==> src/include/ppps_pkg.sv <==
// Purpose: Constants for the four parallel ports with pin sharing.
// Assumes: Byte-wide register port, one clock, active-low async reset.
// Notes:   Offsets are byte addresses within the 48-byte I/O block.
package ppps_pkg;
  localparam int          ADDR_W        = 6;
  localparam int          DATA_W        = 8;
  localparam logic [5:0]  REG_BLOCK_END = 6'h30;
  localparam logic [5:0]  OFS_A_LATCH   = 6'h00;
  localparam logic [5:0]  OFS_B_LATCH   = 6'h01;
  localparam logic [5:0]  OFS_C_LATCH   = 6'h02;
  localparam logic [5:0]  OFS_D_LATCH   = 6'h03;
  localparam logic [5:0]  OFS_A_DIR     = 6'h04;
  localparam logic [5:0]  OFS_B_DIR     = 6'h05;
  localparam logic [5:0]  OFS_C_DIR     = 6'h06;
  localparam logic [5:0]  OFS_D_DIR     = 6'h07;
  localparam logic [5:0]  OFS_PULSE_SEL = 6'h0a;
  localparam logic [5:0]  OFS_SYNC_SEL  = 6'h0b;
  localparam logic [7:0]  DIR_RESET     = 8'h00;
  localparam logic [7:0]  CFG_RESET     = 8'h00;
  localparam logic [7:0]  READ_UNMAPPED = 8'h00;
  localparam logic [5:0]  PORT_B_MASK   = 6'h3f;
  // Field positions in the sync and serial select register
  localparam int          HSYNC_BIT     = 7;
  localparam int          VSYNC_BIT     = 6;
  localparam int          SCL_BIT       = 1;
  localparam int          SDA_BIT       = 0;
endpackage : ppps_pkg

==> src/logic/ppps_ports.sv <==
// Purpose: Ports A to D with latches, direction registers and pin sharing.
// Assumes: Pins resolved outside; output enables are active low.
// Notes:   Port latches have no reset, so they power up unknown.
`timescale 1ns/1ps

// How it works
// - Direction one drives pin, zero is input
// - Reset clears every direction register
// - Direction registers are readable and writable
// - Output pins read back the latch
// - Input pin writes only load latch
// - Output pin writes load and drive
// - Input pins read the pin level
// - Both select registers reset to zero
// - Pulse select bit n takes C pin n
// - Serial enables take D pins 1, 0
// - Sync enables beat pulse on C7, C6
// - Registers decode in lowest 48 bytes
// - Reset leaves port latches untouched
// - Serial pins are open drain
module ppps_ports
(
  // Clock and reset
  input  wire logic                          clk_sys,
  input  wire logic                          resetn,
  // Register port
  input  wire logic [ppps_pkg::ADDR_W-1:0]   reg_addr,
  input  wire logic [ppps_pkg::DATA_W-1:0]   reg_wdata,
  input  wire logic                          reg_write,
  input  wire logic                          reg_read,
  output logic      [ppps_pkg::DATA_W-1:0]   reg_rdata,
  // Port A pins
  input  wire logic [7:0]                    port_a_in,
  output logic      [7:0]                    port_a_out,
  output logic      [7:0]                    port_a_oe_n,
  // Port B pins
  input  wire logic [5:0]                    port_b_in,
  output logic      [5:0]                    port_b_out,
  output logic      [5:0]                    port_b_oe_n,
  // Port C pins
  input  wire logic [7:0]                    port_c_in,
  output logic      [7:0]                    port_c_out,
  output logic      [7:0]                    port_c_oe_n,
  // Port D pins
  input  wire logic [1:0]                    port_d_in,
  output logic      [1:0]                    port_d_out,
  output logic      [1:0]                    port_d_oe_n,
  // Pulse-width channels 8 to 15
  input  wire logic [7:0]                    pulse_out,
  // Sync processor outputs
  input  wire logic                          horiz_sync_out,
  input  wire logic                          vert_sync_out,
  // Two-wire serial bus: drive low requests
  input  wire logic                          serial_clk_pull,
  input  wire logic                          serial_data_pull,
  output logic                               serial_clk_in,
  output logic                               serial_data_in
);
  import ppps_pkg::*;

  logic [7:0] port_a_latch;
  logic [5:0] port_b_latch;
  logic [7:0] port_c_latch;
  logic [1:0] port_d_latch;
  logic [7:0] port_a_direction;
  logic [5:0] port_b_direction;
  logic [7:0] port_c_direction;
  logic [1:0] port_d_direction;
  logic [7:0] port_c_pulse_select;
  logic [7:0] sync_and_serial_select;
  logic [7:0] a_sync1, a_pin;
  logic [5:0] b_sync1, b_pin;
  logic [7:0] c_sync1, c_pin;
  logic [1:0] d_sync1, d_pin;
  logic [7:0] next_rdata;
  logic       in_block;
  logic [7:0] c_take, c_val, c_oe_n;
  logic       scl_take, sda_take;

  // Pins pass two flops before the read path sees them
  always_ff @(posedge clk_sys or negedge resetn)
  begin
    if (!resetn)
    begin
      a_sync1 <= 8'h00;
      b_sync1 <= 6'h00;
      c_sync1 <= 8'h00;
      d_sync1 <= 2'h3;                             // Pull-up idle level
      a_pin   <= 8'h00;
      b_pin   <= 6'h00;
      c_pin   <= 8'h00;
      d_pin   <= 2'h3;                             // No false serial edge
    end
    else
    begin
      a_sync1 <= port_a_in;
      b_sync1 <= port_b_in;
      c_sync1 <= port_c_in;
      d_sync1 <= port_d_in;
      a_pin   <= a_sync1;
      b_pin   <= b_sync1;
      c_pin   <= c_sync1;
      d_pin   <= d_sync1;
    end
  end

  // Latches load regardless of direction; no reset on purpose
  always_ff @(posedge clk_sys)
  begin
    if (reg_write)
    begin
      if (reg_addr == OFS_A_LATCH)
        port_a_latch <= reg_wdata;
      else if (reg_addr == OFS_B_LATCH)
        port_b_latch <= reg_wdata[5:0];
      else if (reg_addr == OFS_C_LATCH)
        port_c_latch <= reg_wdata;
      else if (reg_addr == OFS_D_LATCH)
        port_d_latch <= reg_wdata[1:0];
    end
  end

  // Direction and select registers, cleared by reset
  always_ff @(posedge clk_sys or negedge resetn)
  begin
    if (!resetn)
    begin
      port_a_direction       <= DIR_RESET;
      port_b_direction       <= DIR_RESET[5:0];
      port_c_direction       <= DIR_RESET;
      port_d_direction       <= DIR_RESET[1:0];
      port_c_pulse_select    <= CFG_RESET;
      sync_and_serial_select <= CFG_RESET;
    end
    else if (reg_write)
    begin
      if (reg_addr == OFS_A_DIR)
        port_a_direction <= reg_wdata;
      else if (reg_addr == OFS_B_DIR)
        port_b_direction <= reg_wdata[5:0];
      else if (reg_addr == OFS_C_DIR)
        port_c_direction <= reg_wdata;
      else if (reg_addr == OFS_D_DIR)
        port_d_direction <= reg_wdata[1:0];
      else if (reg_addr == OFS_PULSE_SEL)
        port_c_pulse_select <= reg_wdata;
      else if (reg_addr == OFS_SYNC_SEL)
        sync_and_serial_select <= {reg_wdata[7:6], 4'h0, reg_wdata[1:0]};
    end
  end

  // Read mux; per bit, latch when output, pin when input
  always_comb
  begin
    in_block   = (reg_addr < REG_BLOCK_END);
    next_rdata = READ_UNMAPPED;
    if (!in_block)
      next_rdata = READ_UNMAPPED;
    else if (reg_addr == OFS_A_LATCH)
      next_rdata = (port_a_direction & port_a_latch)
                 | (~port_a_direction & a_pin);
    else if (reg_addr == OFS_B_LATCH)
      next_rdata = {2'h0, (port_b_direction & port_b_latch)
                 | (~port_b_direction & b_pin)};
    else if (reg_addr == OFS_C_LATCH)
      next_rdata = (port_c_direction & port_c_latch)
                 | (~port_c_direction & c_pin);
    else if (reg_addr == OFS_D_LATCH)
      next_rdata = {6'h00, (port_d_direction & port_d_latch)
                 | (~port_d_direction & d_pin)};
    else if (reg_addr == OFS_A_DIR)
      next_rdata = port_a_direction;
    else if (reg_addr == OFS_B_DIR)
      next_rdata = {2'h0, port_b_direction};
    else if (reg_addr == OFS_C_DIR)
      next_rdata = port_c_direction;
    else if (reg_addr == OFS_D_DIR)
      next_rdata = {6'h00, port_d_direction};
    else if (reg_addr == OFS_PULSE_SEL)
      next_rdata = port_c_pulse_select;
    else if (reg_addr == OFS_SYNC_SEL)
      next_rdata = sync_and_serial_select;
  end

  // Read data stands only in the cycle after the strobe
  always_ff @(posedge clk_sys or negedge resetn)
  begin
    if (!resetn)
      reg_rdata <= 8'h00;
    else if (reg_read)
      reg_rdata <= next_rdata;
    else
      reg_rdata <= 8'h00;
  end

  // Port C sharing per pin; sync wins over pulse on the top two
  genvar i;
  generate
    for (i = 0; i < 8; i++)
    begin : g_port_c
      if (i == HSYNC_BIT || i == VSYNC_BIT)
      begin : g_sync
        logic sync_en, sync_val;
        assign sync_en  = sync_and_serial_select[i];
        assign sync_val = (i == HSYNC_BIT) ? horiz_sync_out : vert_sync_out;
        assign c_take[i] = sync_en | port_c_pulse_select[i];
        assign c_val[i]  = sync_en ? sync_val : pulse_out[i];
      end
      else
      begin : g_pulse
        assign c_take[i] = port_c_pulse_select[i];
        assign c_val[i]  = pulse_out[i];
      end
      assign c_oe_n[i] = c_take[i] ? 1'b0 : ~port_c_direction[i];
    end
  endgenerate

  // Port C outputs straight from latch or peripheral
  assign port_c_out  = (c_take & c_val) | (~c_take & port_c_latch);
  assign port_c_oe_n = c_oe_n;

  // Ports A and B follow direction alone
  assign port_a_out  = port_a_latch;
  assign port_a_oe_n = ~port_a_direction;
  assign port_b_out  = port_b_latch & PORT_B_MASK;
  assign port_b_oe_n = ~port_b_direction;

  // Serial lines ignore direction; they only ever pull low
  assign scl_take       = sync_and_serial_select[SCL_BIT];
  assign sda_take       = sync_and_serial_select[SDA_BIT];
  assign port_d_out[1]  = scl_take ? 1'b0 : port_d_latch[1];
  assign port_d_out[0]  = sda_take ? 1'b0 : port_d_latch[0];
  assign port_d_oe_n[1] = scl_take ? ~serial_clk_pull
                                   : ~port_d_direction[1];
  assign port_d_oe_n[0] = sda_take ? ~serial_data_pull
                                   : ~port_d_direction[0];
  assign serial_clk_in  = d_pin[1];
  assign serial_data_in = d_pin[0];

  // Reset state: every pin an input, nothing shared
  a_dir_reset_clear: assert property (
    @(posedge clk_sys)
    $rose(resetn)
    |-> (port_a_oe_n == 8'hff && port_c_oe_n == 8'hff))
    else $error("Pins not inputs after reset");
  a_bd_reset_clear: assert property (
    @(posedge clk_sys)
    $rose(resetn)
    |-> (port_b_oe_n == 6'h3f && port_d_oe_n == 2'h3))
    else $error("Ports B and D not inputs after reset");
  a_cfg_reset_zero: assert property (
    @(posedge clk_sys)
    $rose(resetn)
    |-> (port_c_pulse_select == CFG_RESET
         && sync_and_serial_select == CFG_RESET))
    else $error("Select registers not clear after reset");

  // Direction registers steer the pins and read back
  a_dir_readback: assert property (
    @(posedge clk_sys) disable iff (!resetn)
    (reg_write && reg_addr == OFS_C_DIR)
    ##2 (reg_read && reg_addr == OFS_C_DIR)
    |=> reg_rdata == $past(reg_wdata, 3))
    else $error("Direction readback wrong");
  a_dir_readback_a: assert property (
    @(posedge clk_sys) disable iff (!resetn)
    (reg_write && reg_addr == OFS_A_DIR)
    ##2 (reg_read && reg_addr == OFS_A_DIR)
    |=> reg_rdata == $past(reg_wdata, 3))
    else $error("Port A direction readback wrong");
  a_dir_sets_oe: assert property (
    @(posedge clk_sys) disable iff (!resetn)
    (reg_write && reg_addr == OFS_A_DIR)
    |=> port_a_oe_n == ~$past(reg_wdata))
    else $error("Port A drive does not follow direction");
  a_b_dir_sets_oe: assert property (
    @(posedge clk_sys) disable iff (!resetn)
    (reg_write && reg_addr == OFS_B_DIR)
    |=> port_b_oe_n == ~$past(reg_wdata[5:0]))
    else $error("Port B drive does not follow direction");
  a_input_write_hold: assert property (
    @(posedge clk_sys) disable iff (!resetn)
    (reg_write && reg_addr == OFS_A_LATCH && port_a_direction == 8'h00)
    |=> port_a_oe_n == 8'hff)
    else $error("Input pin driven after latch write");
  a_write_drives: assert property (
    @(posedge clk_sys) disable iff (!resetn)
    (reg_write && reg_addr == OFS_A_LATCH)
    |=> port_a_out == $past(reg_wdata))
    else $error("Latch write not on pin");
  a_write_drives_b: assert property (
    @(posedge clk_sys) disable iff (!resetn)
    (reg_write && reg_addr == OFS_B_LATCH && port_b_direction == 6'h3f)
    |=> (port_b_out == $past(reg_wdata[5:0]) && port_b_oe_n == 6'h00))
    else $error("Port B latch write not on pins");

  // Read path: latch for outputs, synced pin for inputs
  a_out_reads_latch: assert property (
    @(posedge clk_sys) disable iff (!resetn)
    (reg_read && reg_addr == OFS_A_LATCH && port_a_direction == 8'hff)
    |=> reg_rdata == $past(port_a_latch))
    else $error("Output read not latch");
  a_in_reads_pin: assert property (
    @(posedge clk_sys) disable iff (!resetn)
    (reg_read && reg_addr == OFS_A_LATCH && port_a_direction == 8'h00)
    |=> reg_rdata == $past(port_a_in, 3))
    else $error("Input read not pin");
  a_b_read_pin: assert property (
    @(posedge clk_sys) disable iff (!resetn)
    (reg_read && reg_addr == OFS_B_LATCH && port_b_direction == 6'h00)
    |=> reg_rdata == {2'h0, $past(port_b_in, 3)})
    else $error("Port B input read not pin");
  a_unmapped_zero: assert property (
    @(posedge clk_sys) disable iff (!resetn)
    (reg_read && reg_addr >= REG_BLOCK_END)
    |=> reg_rdata == 8'h00)
    else $error("Unmapped read not zero");
  a_unmapped_gap: assert property (
    @(posedge clk_sys) disable iff (!resetn)
    (reg_read && reg_addr == 6'h08)
    |=> reg_rdata == READ_UNMAPPED)
    else $error("Gap read not zero");

  // Pin sharing; pulse and sync owners always drive their pin, serial owners drive only while pulling low
  a_sync_priority: assert property (
    @(posedge clk_sys) disable iff (!resetn)
    sync_and_serial_select[HSYNC_BIT]
    |-> (port_c_out[7] == horiz_sync_out && !port_c_oe_n[7]))
    else $error("Sync does not own pin 7");
  a_vsync_priority: assert property (
    @(posedge clk_sys) disable iff (!resetn)
    sync_and_serial_select[VSYNC_BIT]
    |-> (port_c_out[6] == vert_sync_out && !port_c_oe_n[6]))
    else $error("Sync does not own pin 6");
  a_pulse_top: assert property (
    @(posedge clk_sys) disable iff (!resetn)
    (port_c_pulse_select[7] && !sync_and_serial_select[HSYNC_BIT])
    |-> (port_c_out[7] == pulse_out[7] && !port_c_oe_n[7]))
    else $error("Pulse does not own pin 7 without sync");
  a_pulse_take: assert property (
    @(posedge clk_sys) disable iff (!resetn)
    port_c_pulse_select[0]
    |-> (port_c_out[0] == pulse_out[0] && !port_c_oe_n[0]))
    else $error("Pulse does not own pin 0");
  a_pulse_pin3: assert property (
    @(posedge clk_sys) disable iff (!resetn)
    port_c_pulse_select[3]
    |-> (port_c_out[3] == pulse_out[3] && !port_c_oe_n[3]))
    else $error("Pulse does not own pin 3");
  a_serial_drain: assert property (
    @(posedge clk_sys) disable iff (!resetn)
    scl_take
    |-> (port_d_out[1] == 1'b0 && port_d_oe_n[1] == !serial_clk_pull))
    else $error("Serial clock not open drain");
  a_data_drain: assert property (
    @(posedge clk_sys) disable iff (!resetn)
    sda_take
    |-> (port_d_out[0] == 1'b0 && port_d_oe_n[0] == !serial_data_pull))
    else $error("Serial data not open drain");
endmodule : ppps_ports

==> config.mk <==
export PLATFORM = sky130hd
export DESIGN_NAME = ppps_ports
export DESIGN_NICKNAME = d
export VERILOG_FILES = /design/src/include/ppps_pkg.sv /design/src/logic/ppps_ports.sv
export SDC_FILE = /design/constraint.sdc
export NUM_CORES = 1
export LEC_CHECK = 0
export ABC_AREA = 1
export ABC_CLOCK_PERIOD_IN_PS = 900
export BUFFER_PORTS_ARGS = -buffer_cell sky130_fd_sc_hd__buf_2
export CAP_MARGIN = 10
export CORE_UTILIZATION = 48
export DETAILED_ROUTE_END_ITERATION = 10
export GPL_TIMING_DRIVEN = 0
export PLACE_DENSITY_LB_ADDON = 0.1
export SLEW_MARGIN = 0
export SYNTH_ARGS = -nofsm -noshare
export SYNTH_HDL_FRONTEND = slang
export SYNTH_SLANG_ARGS = --single-unit
==> constraint.sdc <==
create_clock -name clk_sys -period 0.9 [get_ports clk_sys]
set_input_delay 0.045 -clock clk_sys [delete_from_list [all_inputs] [get_ports clk_sys]]
set_output_delay 0.045 -clock clk_sys [all_outputs]
set_load 0.02 [all_outputs]
==> results of run 1 <==
-- worst reg2reg max path, delay by kind of cell (launching register included) --
family	cells	cell delay, ns
compound gates	3	0.40
buf+inv	1	0.15
flops	1	0.39
simple gates	2	0.17
-- metal layers --
layer / part of all wire, % / global-route usage (%)
met1: 39 / 35.6
met3: 7.9 / 6.17
met2: 50 / 48.2
met5: 0 / 0
met4: 2.6 / 12.3
-- logic make-up (layout without fill, tap and decap cells) --
| logic type | count (synthesis) | in the layout | synth area share (%) |
|---|---|---|---|
| and+or+nand+nor | 187 | 187 | 17.4 |
| AOI/OAI and AO/OA | 97 | 97 | 12.4 |
| DFF | 116 | 116 | 64.9 |
| buffers and inverters | 59 | 310 | 5.21 |
-- power by group --
group          total [W]  internal (W)  switching (W)  leakage (nW)
logic            0.00284       0.00141        0.00142          1.96
registers        0.00600       0.00572       0.000283          1.36
clock network    0.00655       0.00426        0.00229         0.275
-- cell type report --
class | instances | area share, %
clock inverter | 10 | 1.75
inverter | 55 | 3.08
sequential | 116 | 39.9
multi-input combinational | 284 | 22.0
tap | 129 | 2.12
clock buffer | 22 | 5.83
buffer | 4 | 0.692
timing repair buffer | 219 | 24.6
-- through the flow --
stage	hold WS, ns	std cells	utilization, %	setup TNS (ns)	power (W)
final	0.00511	839	81.5	-17.71	0.0154
after CTS	-0.0404	824	78.5	-18.43	0.0151
after floorplan	-0.251	459	-	-2.60	0.00701
after detailed placement	0.0597	700	59.7	-33.73	0.00772
after global routing	0.0106	839	81.5	-20.20	0.0159
after global placement	0.151	699	59.4	-130.08	0.00765
-- Yosys cell counts, drive strengths merged --
| library cell | number | area [µm²] |
|---|---|---|
| o211ai | 4 | 30.0 |
| dfrtp | 88 | 2200 |
| nor4 | 1 | 6.26 |
| o21a | 2 | 15.0 |
| nor3 | 3 | 15.0 |
| inv | 54 | 205 |
| a31oi | 4 | 25.0 |
| o21ai | 56 | 344 |
| nand2 | 98 | 388 |
| o22ai | 5 | 31.3 |
| nand3 | 21 | 128 |
| nand4 | 1 | 6.26 |
| edfxtp | 24 | 721 |
| clkinv | 1 | 5.00 |
| buf | 4 | 32.5 |
| nor2 | 63 | 270 |
| a21oi | 26 | 134 |
| dfstp | 4 | 105 |
-- sequential cells by signal, summed over array words and instances (netlist names) --
| register | cells |
|---|---|
| b_pin | 6 |
| port_a_out | 8 |
| port_a_direction | 8 |
| port_d_direction | 2 |
| port_c_pulse_select | 8 |
| c_sync1 | 8 |
| c_pin | 8 |
| a_sync1 | 8 |
| port_c_direction | 8 |
| b_sync1 | 6 |
| port_b_out | 6 |
| d_pin | 2 |
| reg_rdata | 8 |
| a_pin | 8 |
| d_sync1 | 2 |
| port_b_direction | 6 |
| port_c_latch | 8 |
| sync_and_serial_select | 4 |
| port_d_latch | 2 |
-- how the worst min path moves through the flow --
stage                                                  to  slack, ns
floorplan                              a_pin[0]$_DFF_PN0_      -0.25
global placement                     d_sync1[0]$_DFF_PN1_       0.15
detailed placement  sync_and_serial_select[6]$_DFFE_PN0P_       0.06
CTS                       port_a_direction[3]$_DFFE_PN0P_      -0.04
global route           port_c_pulse_select[2]$_DFFE_PN0P_       0.01
finish                 port_c_pulse_select[2]$_DFFE_PN0P_      0.005
-- what timing repair did --
item	4_1_cts	5_1_grt
buffers inserted	58	21
pin swaps	36	39
hold endpoints to repair	171	0
resized for setup	139	54
hold buffers	35	0
endpoints found under the setup margin	103	94
cloned	0	0
==> flow_summary.ini, run 1 <==
[routing]
ant_nets = 0
vias = 4374
totalWireLength_um = 14100
drt_pass1_iterations = 5
drc = 0
via_per_inst = 5.21
drt_iter0_drc = 264
wire_per_inst_um = 16.9

[cells_and_area]
syn_to_final_growth_pct = 62.9
diodes = 0
fin_area_um2 = 7600
fill_cells = 549
final_cell_mix = 83 x dfrtp_1, 75 x nand2_1, 67 x buf_4
drive_gt1_share_pct = 49.2
multi_input_area_um2 = 1670
layout_commonest_cell = dfrtp_1
seq_area_um2 = 3030
layout.nets = 751

[placement]
dpl_cell_area_um2 = 5570
place_ws_ns = -0.610
io_buffers = 111
gp_congestion = 0.847
dp_hpwl_um = 8130

[setup_path]
slowest_stage = dfrtp_2
worstPathBufferInverterCount = 2
crit_type = reg -> out
critical_path.top_delay_family = flip-flops
critPathLaunchType = register
path_max_fanout = 5
crit_required_ns = 0.85
r2r_slack_ns = -0.32
r2r-end = reg_rdata[0]$_DFF_PN0_
critical_path.max_stage_delay_ns = 0.44
path_cells = inv_2 > nand3_1 > nand3_2 > buf_6
crit_cells = 4
reg2reg_depth = 6
endpoint_kind = output pin
startpoint = sync_and_serial_select[6]$_DFFE_PN0P_
r2r-start = port_d_direction[0]$_DFFE_PN0P_
arrival_ns = 1.32
setup.worst_path.end = port_c_out[6]

[synthesis]
netlist_instances = 459
synth_area_per_cell_um2 = 10.2
synth_fp_nets = 513
syn-cell-area_um2 = 4660
ys_seq_area_share_pct = 64.9
ys_warn_count = 0
synth_seq_cells = 116
synth_cell_type_count = 31

[sta]
setup_viol = 67
min_period_ns = 1.36
maxSlewHeadroom_pct = 36.8
rsz0062_at_grt = true
slew_viol_final = 0
hold_viol = 0
setup_ws_ns = -0.461
worst_slew_pin_slew_ns = 0.947
skew_ns = 0.00583
max_freq_mhz = 735
period_share_pct = 151

[floorplan]
ioPinCount = 112
die_h_um = 101
rows = 35
die-area_um2 = 10100
start_util_pct = 50.0
die_w_um = 101
core_um2 = 9330

[pwr]
peakVddDrop_v = 0.00145
p_leak_nw = 3.59
p_per_area_nw_per_um2 = 2030

[clock_network]
cts_buffers = 17
clk_pin_slew_ns = 0.06
clk_path_buf_depth = 2
cts_tree = yes
cts_sinks = 116
clk_latency_ns = 0.51
cts_root_buffer = clkbuf_8
ctsHtreeMaxLevel = 4

[global_routing]
antenna_found_initial = 0
track_usage_pct = 28.5
grt_max_degree = 55
grt_pass1_wl_um = 21200
gr-total-overflow = 0
grt_pass1_vias = 4300

[status]
violations = setup timing
status = finished, violations left

[min_path]
min-delay-start = reg_write
hp-class = in -> reg
worstHoldPathCells = 4

[run]
maxCapViolations = 0
(Power assumes the default switching activity.)
==> run 2: changes to the inputs <==
- ABC_AREA: 1 -> default
- ABC_CLOCK_PERIOD_IN_PS: 900 -> 1200
- CORE_MARGIN: default -> 2
- clock period: 0.9 -> 1.2 ns (I/O delays scaled with it)
==> flow_summary.ini, run 2 <==
[pwr]
finalPower_w = 0.0113
peakVddDrop_v = 0.00112
p_leak_nw = 3.21
p_per_area_nw_per_um2 = 1580

[synthesis]
syn-cell-area_um2 = 4710
synth_flop_cell = dfrtp_1
ys_warn_count = 0
synth_common_cells = 88 x dfrtp_1, 38 x mux2_2, 32 x mux2i_1, 24 x edfxtp_1, 22 x o21ai_0
synth.most_common_cell = dfrtp_1
yosys.area.top_type = dfrtp_1
synth_area_per_cell_um2 = 13.4
ys_seq_area_share_pct = 64.2
synth_top_area_share_pct = 46.7
synth_seq_cells = 116
synth_cell_type_count = 49
synth-edff-count = 24
synth_fp_nets = 406
async_reset_ff_share_pct = 79.3
synth_area_leaders = dfrtp_1 47%, edfxtp_1 15%, mux2_2 9.1%, mux2i_1 6.8%, o21ai_0 2.3%
netlist_instances = 352

[setup_path]
setup.worst_path.end = port_c_out[2]
r2r_slack_ns = -0.17
crit_required_ns = 1.14
reg2reg_depth = 4
path_max_fanout = 2
slowest_stage = dfrtp_1
critical_path.max_stage_delay_ns = 0.43
r2r-end = reg_rdata[0]$_DFF_PN0_
path_cells = mux2_4 > buf_6
endpoint_kind = output pin
arrival_ns = 1.42
crit_type = reg -> out
r2r-start = port_a_direction[0]$_DFFE_PN0P_
critPathLaunchType = register
startpoint = port_c_pulse_select[2]$_DFFE_PN0P_

[sta]
period_share_pct = 123
skew_ns = 0.00697
worst_slew_pin_slew_ns = 0.925
min_period_ns = 1.48
max_freq_mhz = 675
setup_tns_ns = -4.19
setup_viol = 39
maxSlewHeadroom_pct = 38.2
rsz0062_at_grt = true
hold_viol = 0
slew_viol_final = 0
setup_ws_ns = -0.281
holdWs_ns = 0.0119

[routing]
drt_pass1_iterations = 5
vias = 3718
totalWireLength_um = 13100
drt_iter0_drc = 199
via_per_inst = 5.33
drc = 0
ant_nets = 0
wire_per_inst_um = 18.8

[floorplan]
die_w_um = 103
core_um2 = 9640
die-area_um2 = 10600
die_h_um = 103
start_util_pct = 48.9
rows = 36
ioPinCount = 112

[global_routing]
grt_pass1_vias = 3605
gr-total-overflow = 0
track_usage_pct = 26.0
grt_pass1_wl_um = 19600
antenna_found_initial = 0
grt_max_degree = 64

[cells_and_area]
layout_commonest_cell = dfrtp_1
layout.nets = 606
drive_gt1_share_pct = 48.5
diodes = 0
final_cell_mix = 85 x dfrtp_1, 66 x buf_2, 48 x buf_6
syn_to_final_growth_pct = 51.3

[status]
violations = setup timing
status = finished, violations left

[clock_network]
clk_pin_slew_ns = 0.06
ctsHtreeMaxLevel = 4
cts_sinks = 116
cts_tree = yes
clk_latency_ns = 0.53
cts_root_buffer = clkbuf_8
cts_buffers = 17
clk_path_buf_depth = 2

[placement]
place_ws_ns = -0.842
dp_hpwl_um = 7940
io_buffers = 111
gp_congestion = 0.874

[run]
maxCapViolations = 0

[min_path]
hp-class = in -> async
[run 2: power by group]
group	leakage [nW]	switching, W	total, W	internal (W)
combinational	1.60	0.000962	0.00205	0.00109
sequential	1.34	0.000242	0.00455	0.00430
clock	0.269	0.00170	0.00469	0.00298
total	3.21	0.00291	0.0113	0.00838
[run 2: worst min path at each step]
stage	end	slack, ns	cells past startpoint
4_1_cts	b_sync1[5]$_DFF_PN0_	0.01	2
3_3_place_gp	d_sync1[0]$_DFF_PN1_	0.16	1
6_report	a_sync1[5]$_DFF_PN0_	0.01	2
3_5_place_dp	a_sync1[5]$_DFF_PN0_	0.02	1
2_1_floorplan	a_pin[0]$_DFF_PN0_	-0.24	0
5_1_grt	b_sync1[5]$_DFF_PN0_	0.04	2
[run 2: area by class of cell]
class | count | area, µm²
Sequential cell | 116 | 3030
Fill cell | 718 | 2500
Multi-Input combinational cell | 208 | 1750
Timing Repair Buffer | 181 | 1490
Clock buffer | 22 | 443
Tap cell | 133 | 166
Clock inverter | 10 | 109
Buffer | 11 | 85.1
Inverter | 17 | 63.8
[run 2: through the flow]
stage	instances	utilization (%)	area, µm²
after detailed placement	597	57.4	5530
after global placement	596	57.1	5500
after floorplan	352	-	4780
after global routing	698	74.0	7130
after CTS	693	71.8	6920
final	698	74.0	7130
[run 2: worst max-delay path: cells and delay by family, from the launching register on]
family / cells / cell delay [ns]
mux: 1 / 0.33
buf+inv: 1 / 0.13
flops: 1 / 0.43
[run 2: logic make-up (layout without fill, tap and decap cells)]
logic type | Yosys count | count (layout) | synth area share (%)
flip-flops | 116 | 116 | 64.2
AO/OA/AOI/OAI | 58 | 58 | 7.59
multiplexers | 73 | 73 | 16.6
AND/OR/NAND/NOR | 77 | 77 | 8.68
buffers and inverters | 28 | 241 | 2.92
[run 2: timing repair]
item                                   4_1_cts  5_1_grt
endpoints found under the hold margin      175        0
hold buffers                                34        0
gates resized for setup                     90       58
setup endpoints to repair                   68       61
setup buffers                               30        6
gates cloned                                 0        0
pin swaps                                   12       10
[run 2: per-layer routing]
layer,track usage (%),share of wire (%)
met2,39.2,48
met1,35.4,43
met5,0,0
met3,7.80,7.4
met4,10.5,1.8
==> run 3: changes to the inputs <==
- CORE_UTILIZATION: 48 -> 36
==> flow_summary.ini, run 3 (synthesized netlist as in run 2, its figures left out) <==
[cells_and_area]
layout.nets = 602
finalNonFillerCells = 733
layout_commonest_cell = buf_2
diodes = 0
syn_to_final_growth_pct = 52.2
fill_cells = 1125
drive_gt1_share_pct = 49.6
final_cell_mix = 89 x buf_2, 84 x dfrtp_1, 33 x dlygate4sd3_1
fin_area_um2 = 7180

[routing]
vias = 3615
met3_length_um = 827
highest_layer = met4
wl_met1_um = 5930
ant_nets = 0
wire_per_inst_um = 18.1
drc = 0
via_per_inst = 4.93
drt_iter0_drc = 199
drt_pass1_iterations = 4
dr_wl_met2_um = 6300
totalWireLength_um = 13300

[clock_network]
clk_pin_slew_ns = 0.05
cts_tree = yes
cts_buffers = 17
clk_latency_ns = 0.42
clk_path_buf_depth = 2
cts_sinks = 116
cts_root_buffer = clkbuf_16
ctsHtreeMaxLevel = 4

[placement]
dpl_cell_area_um2 = 5580
dp_cells = 636
gp_congestion = 0.833
dp_hpwl_um = 8690
io_buffers = 111

[pwr]
finalPower_w = 0.0118
peakVddDrop_v = 0.000953
p_leak_nw = 3.20
p_per_area_nw_per_um2 = 1650

[floorplan]
ioPinCount = 112
die_h_um = 118
core_um2 = 12700
die_w_um = 118
start_util_pct = 37.1
die-area_um2 = 14000
rows = 41

[status]
violations = setup timing
status = finished, violations left

[setup_path]
path_max_fanout = 2
crit_type = reg -> out
critPathLaunchType = register
endpoint_kind = output pin
arrival_ns = 1.29
crit_required_ns = 1.14

[global_routing]
grt_pass1_wl_um = 20500
grt_max_degree = 50
grt_pass1_vias = 3650
gr-total-overflow = 0
track_usage_pct = 19.7
antenna_found_initial = 0

[sta]
worst_slew_pin_slew_ns = 0.854
rsz0062_at_grt = true
slew_viol_final = 0
period_share_pct = 112
maxSlewHeadroom_pct = 42.9
holdWs_ns = 0.166
skew_ns = 0.00399
setup_viol = 21
max_freq_mhz = 743
setup_ws_ns = -0.146
setup_tns_ns = -1.44
min_period_ns = 1.35
hold_viol = 0

[min_path]
hp-class = in -> reg

[run]
maxCapViolations = 0
-- run 3: cell types whose count changed in the layout (fill, tap and decap cells not counted), sizes merged --
cell,before,now
bufinv,2,4
inv,16,15
buf,155,154
clkinvlp,2,1
dlygate4sd3,34,33
clkinv,7,6
clkbuf,25,24
-- run 3: layout make-up --
type | instances | area [µm²] | share of cell area [%]
Sequential cell | 116 | 3030 | 42.3
Multi-Input combinational cell | 208 | 1810 | 25.2
Timing Repair Buffer | 179 | 1340 | 18.7
Clock buffer | 23 | 488 | 6.80
Tap cell | 172 | 215 | 3.00
Clock inverter | 9 | 149 | 2.07
Buffer | 9 | 71.3 | 0.994
Inverter | 17 | 70.1 | 0.976
-- run 3: repair_timing --
action | in CTS | in global routing
hold buffers | 33 | 0
hold endpoints to repair | 109 | 0
setup endpoints to repair | 78 | 58
setup buffers | 29 | 5
resized for setup | 69 | 48
pin swaps | 16 | 15
-- run 3: worst paths after layout --
| check | from | endpoint | slack, ns | cells past startpoint |
|---|---|---|---|---|
| max | port_c_pulse_select[5]$_DFFE_PN0P_ | port_c_out[5] | -0.15 | 2 |
| min | reg_write | port_b_direction[0]$_DFFE_PN0P_ | 0.17 | 5 |
| max reg2reg | port_a_direction[0]$_DFFE_PN0P_ | reg_rdata[0]$_DFF_PN0_ | -0.10 | 4 |
| min reg2reg | c_sync1[2]$_DFF_PN0_ | c_pin[2]$_DFF_PN0_ | 0.35 | 0 |
| max in group asynchronous | resetn | port_c_direction[6]$_DFFE_PN0P_ | 0.34 | 3 |
| min in group asynchronous | resetn | a_pin[4]$_DFF_PN0_ | 0.20 | 2 |
-- run 3: critical path: stages (launching register included) --
cell     delay, ns
dfrtp_1       0.42
mux2_4        0.32
buf_6         0.13
-- run 3: power breakdown --
group	internal (W)	leakage [nW]	total, W	switching, W
logic	0.000970	1.55	0.00189	0.000923
clock network	0.00368	0.317	0.00536	0.00168
registers	0.00431	1.34	0.00455	0.000246
total	0.00895	3.20	0.0118	0.00285
-- run 3: metrics by stage --
stage	utilization, %	setup WS, ns
2_1_floorplan	-	-0.174
3_3_place_gp	43.6	-0.915
3_5_place_dp	43.9	-0.956
4_1_cts	54.9	-0.144
5_1_grt	56.4	-0.208
6_report	56.4	-0.146
-- run 3: layer usage --
layer	GRT usage, %	up-vias
met5	0	-
met4	7.51	0
met3	5.26	15
met2	31.1	126
met1	26.1	1804
li1	-	1670
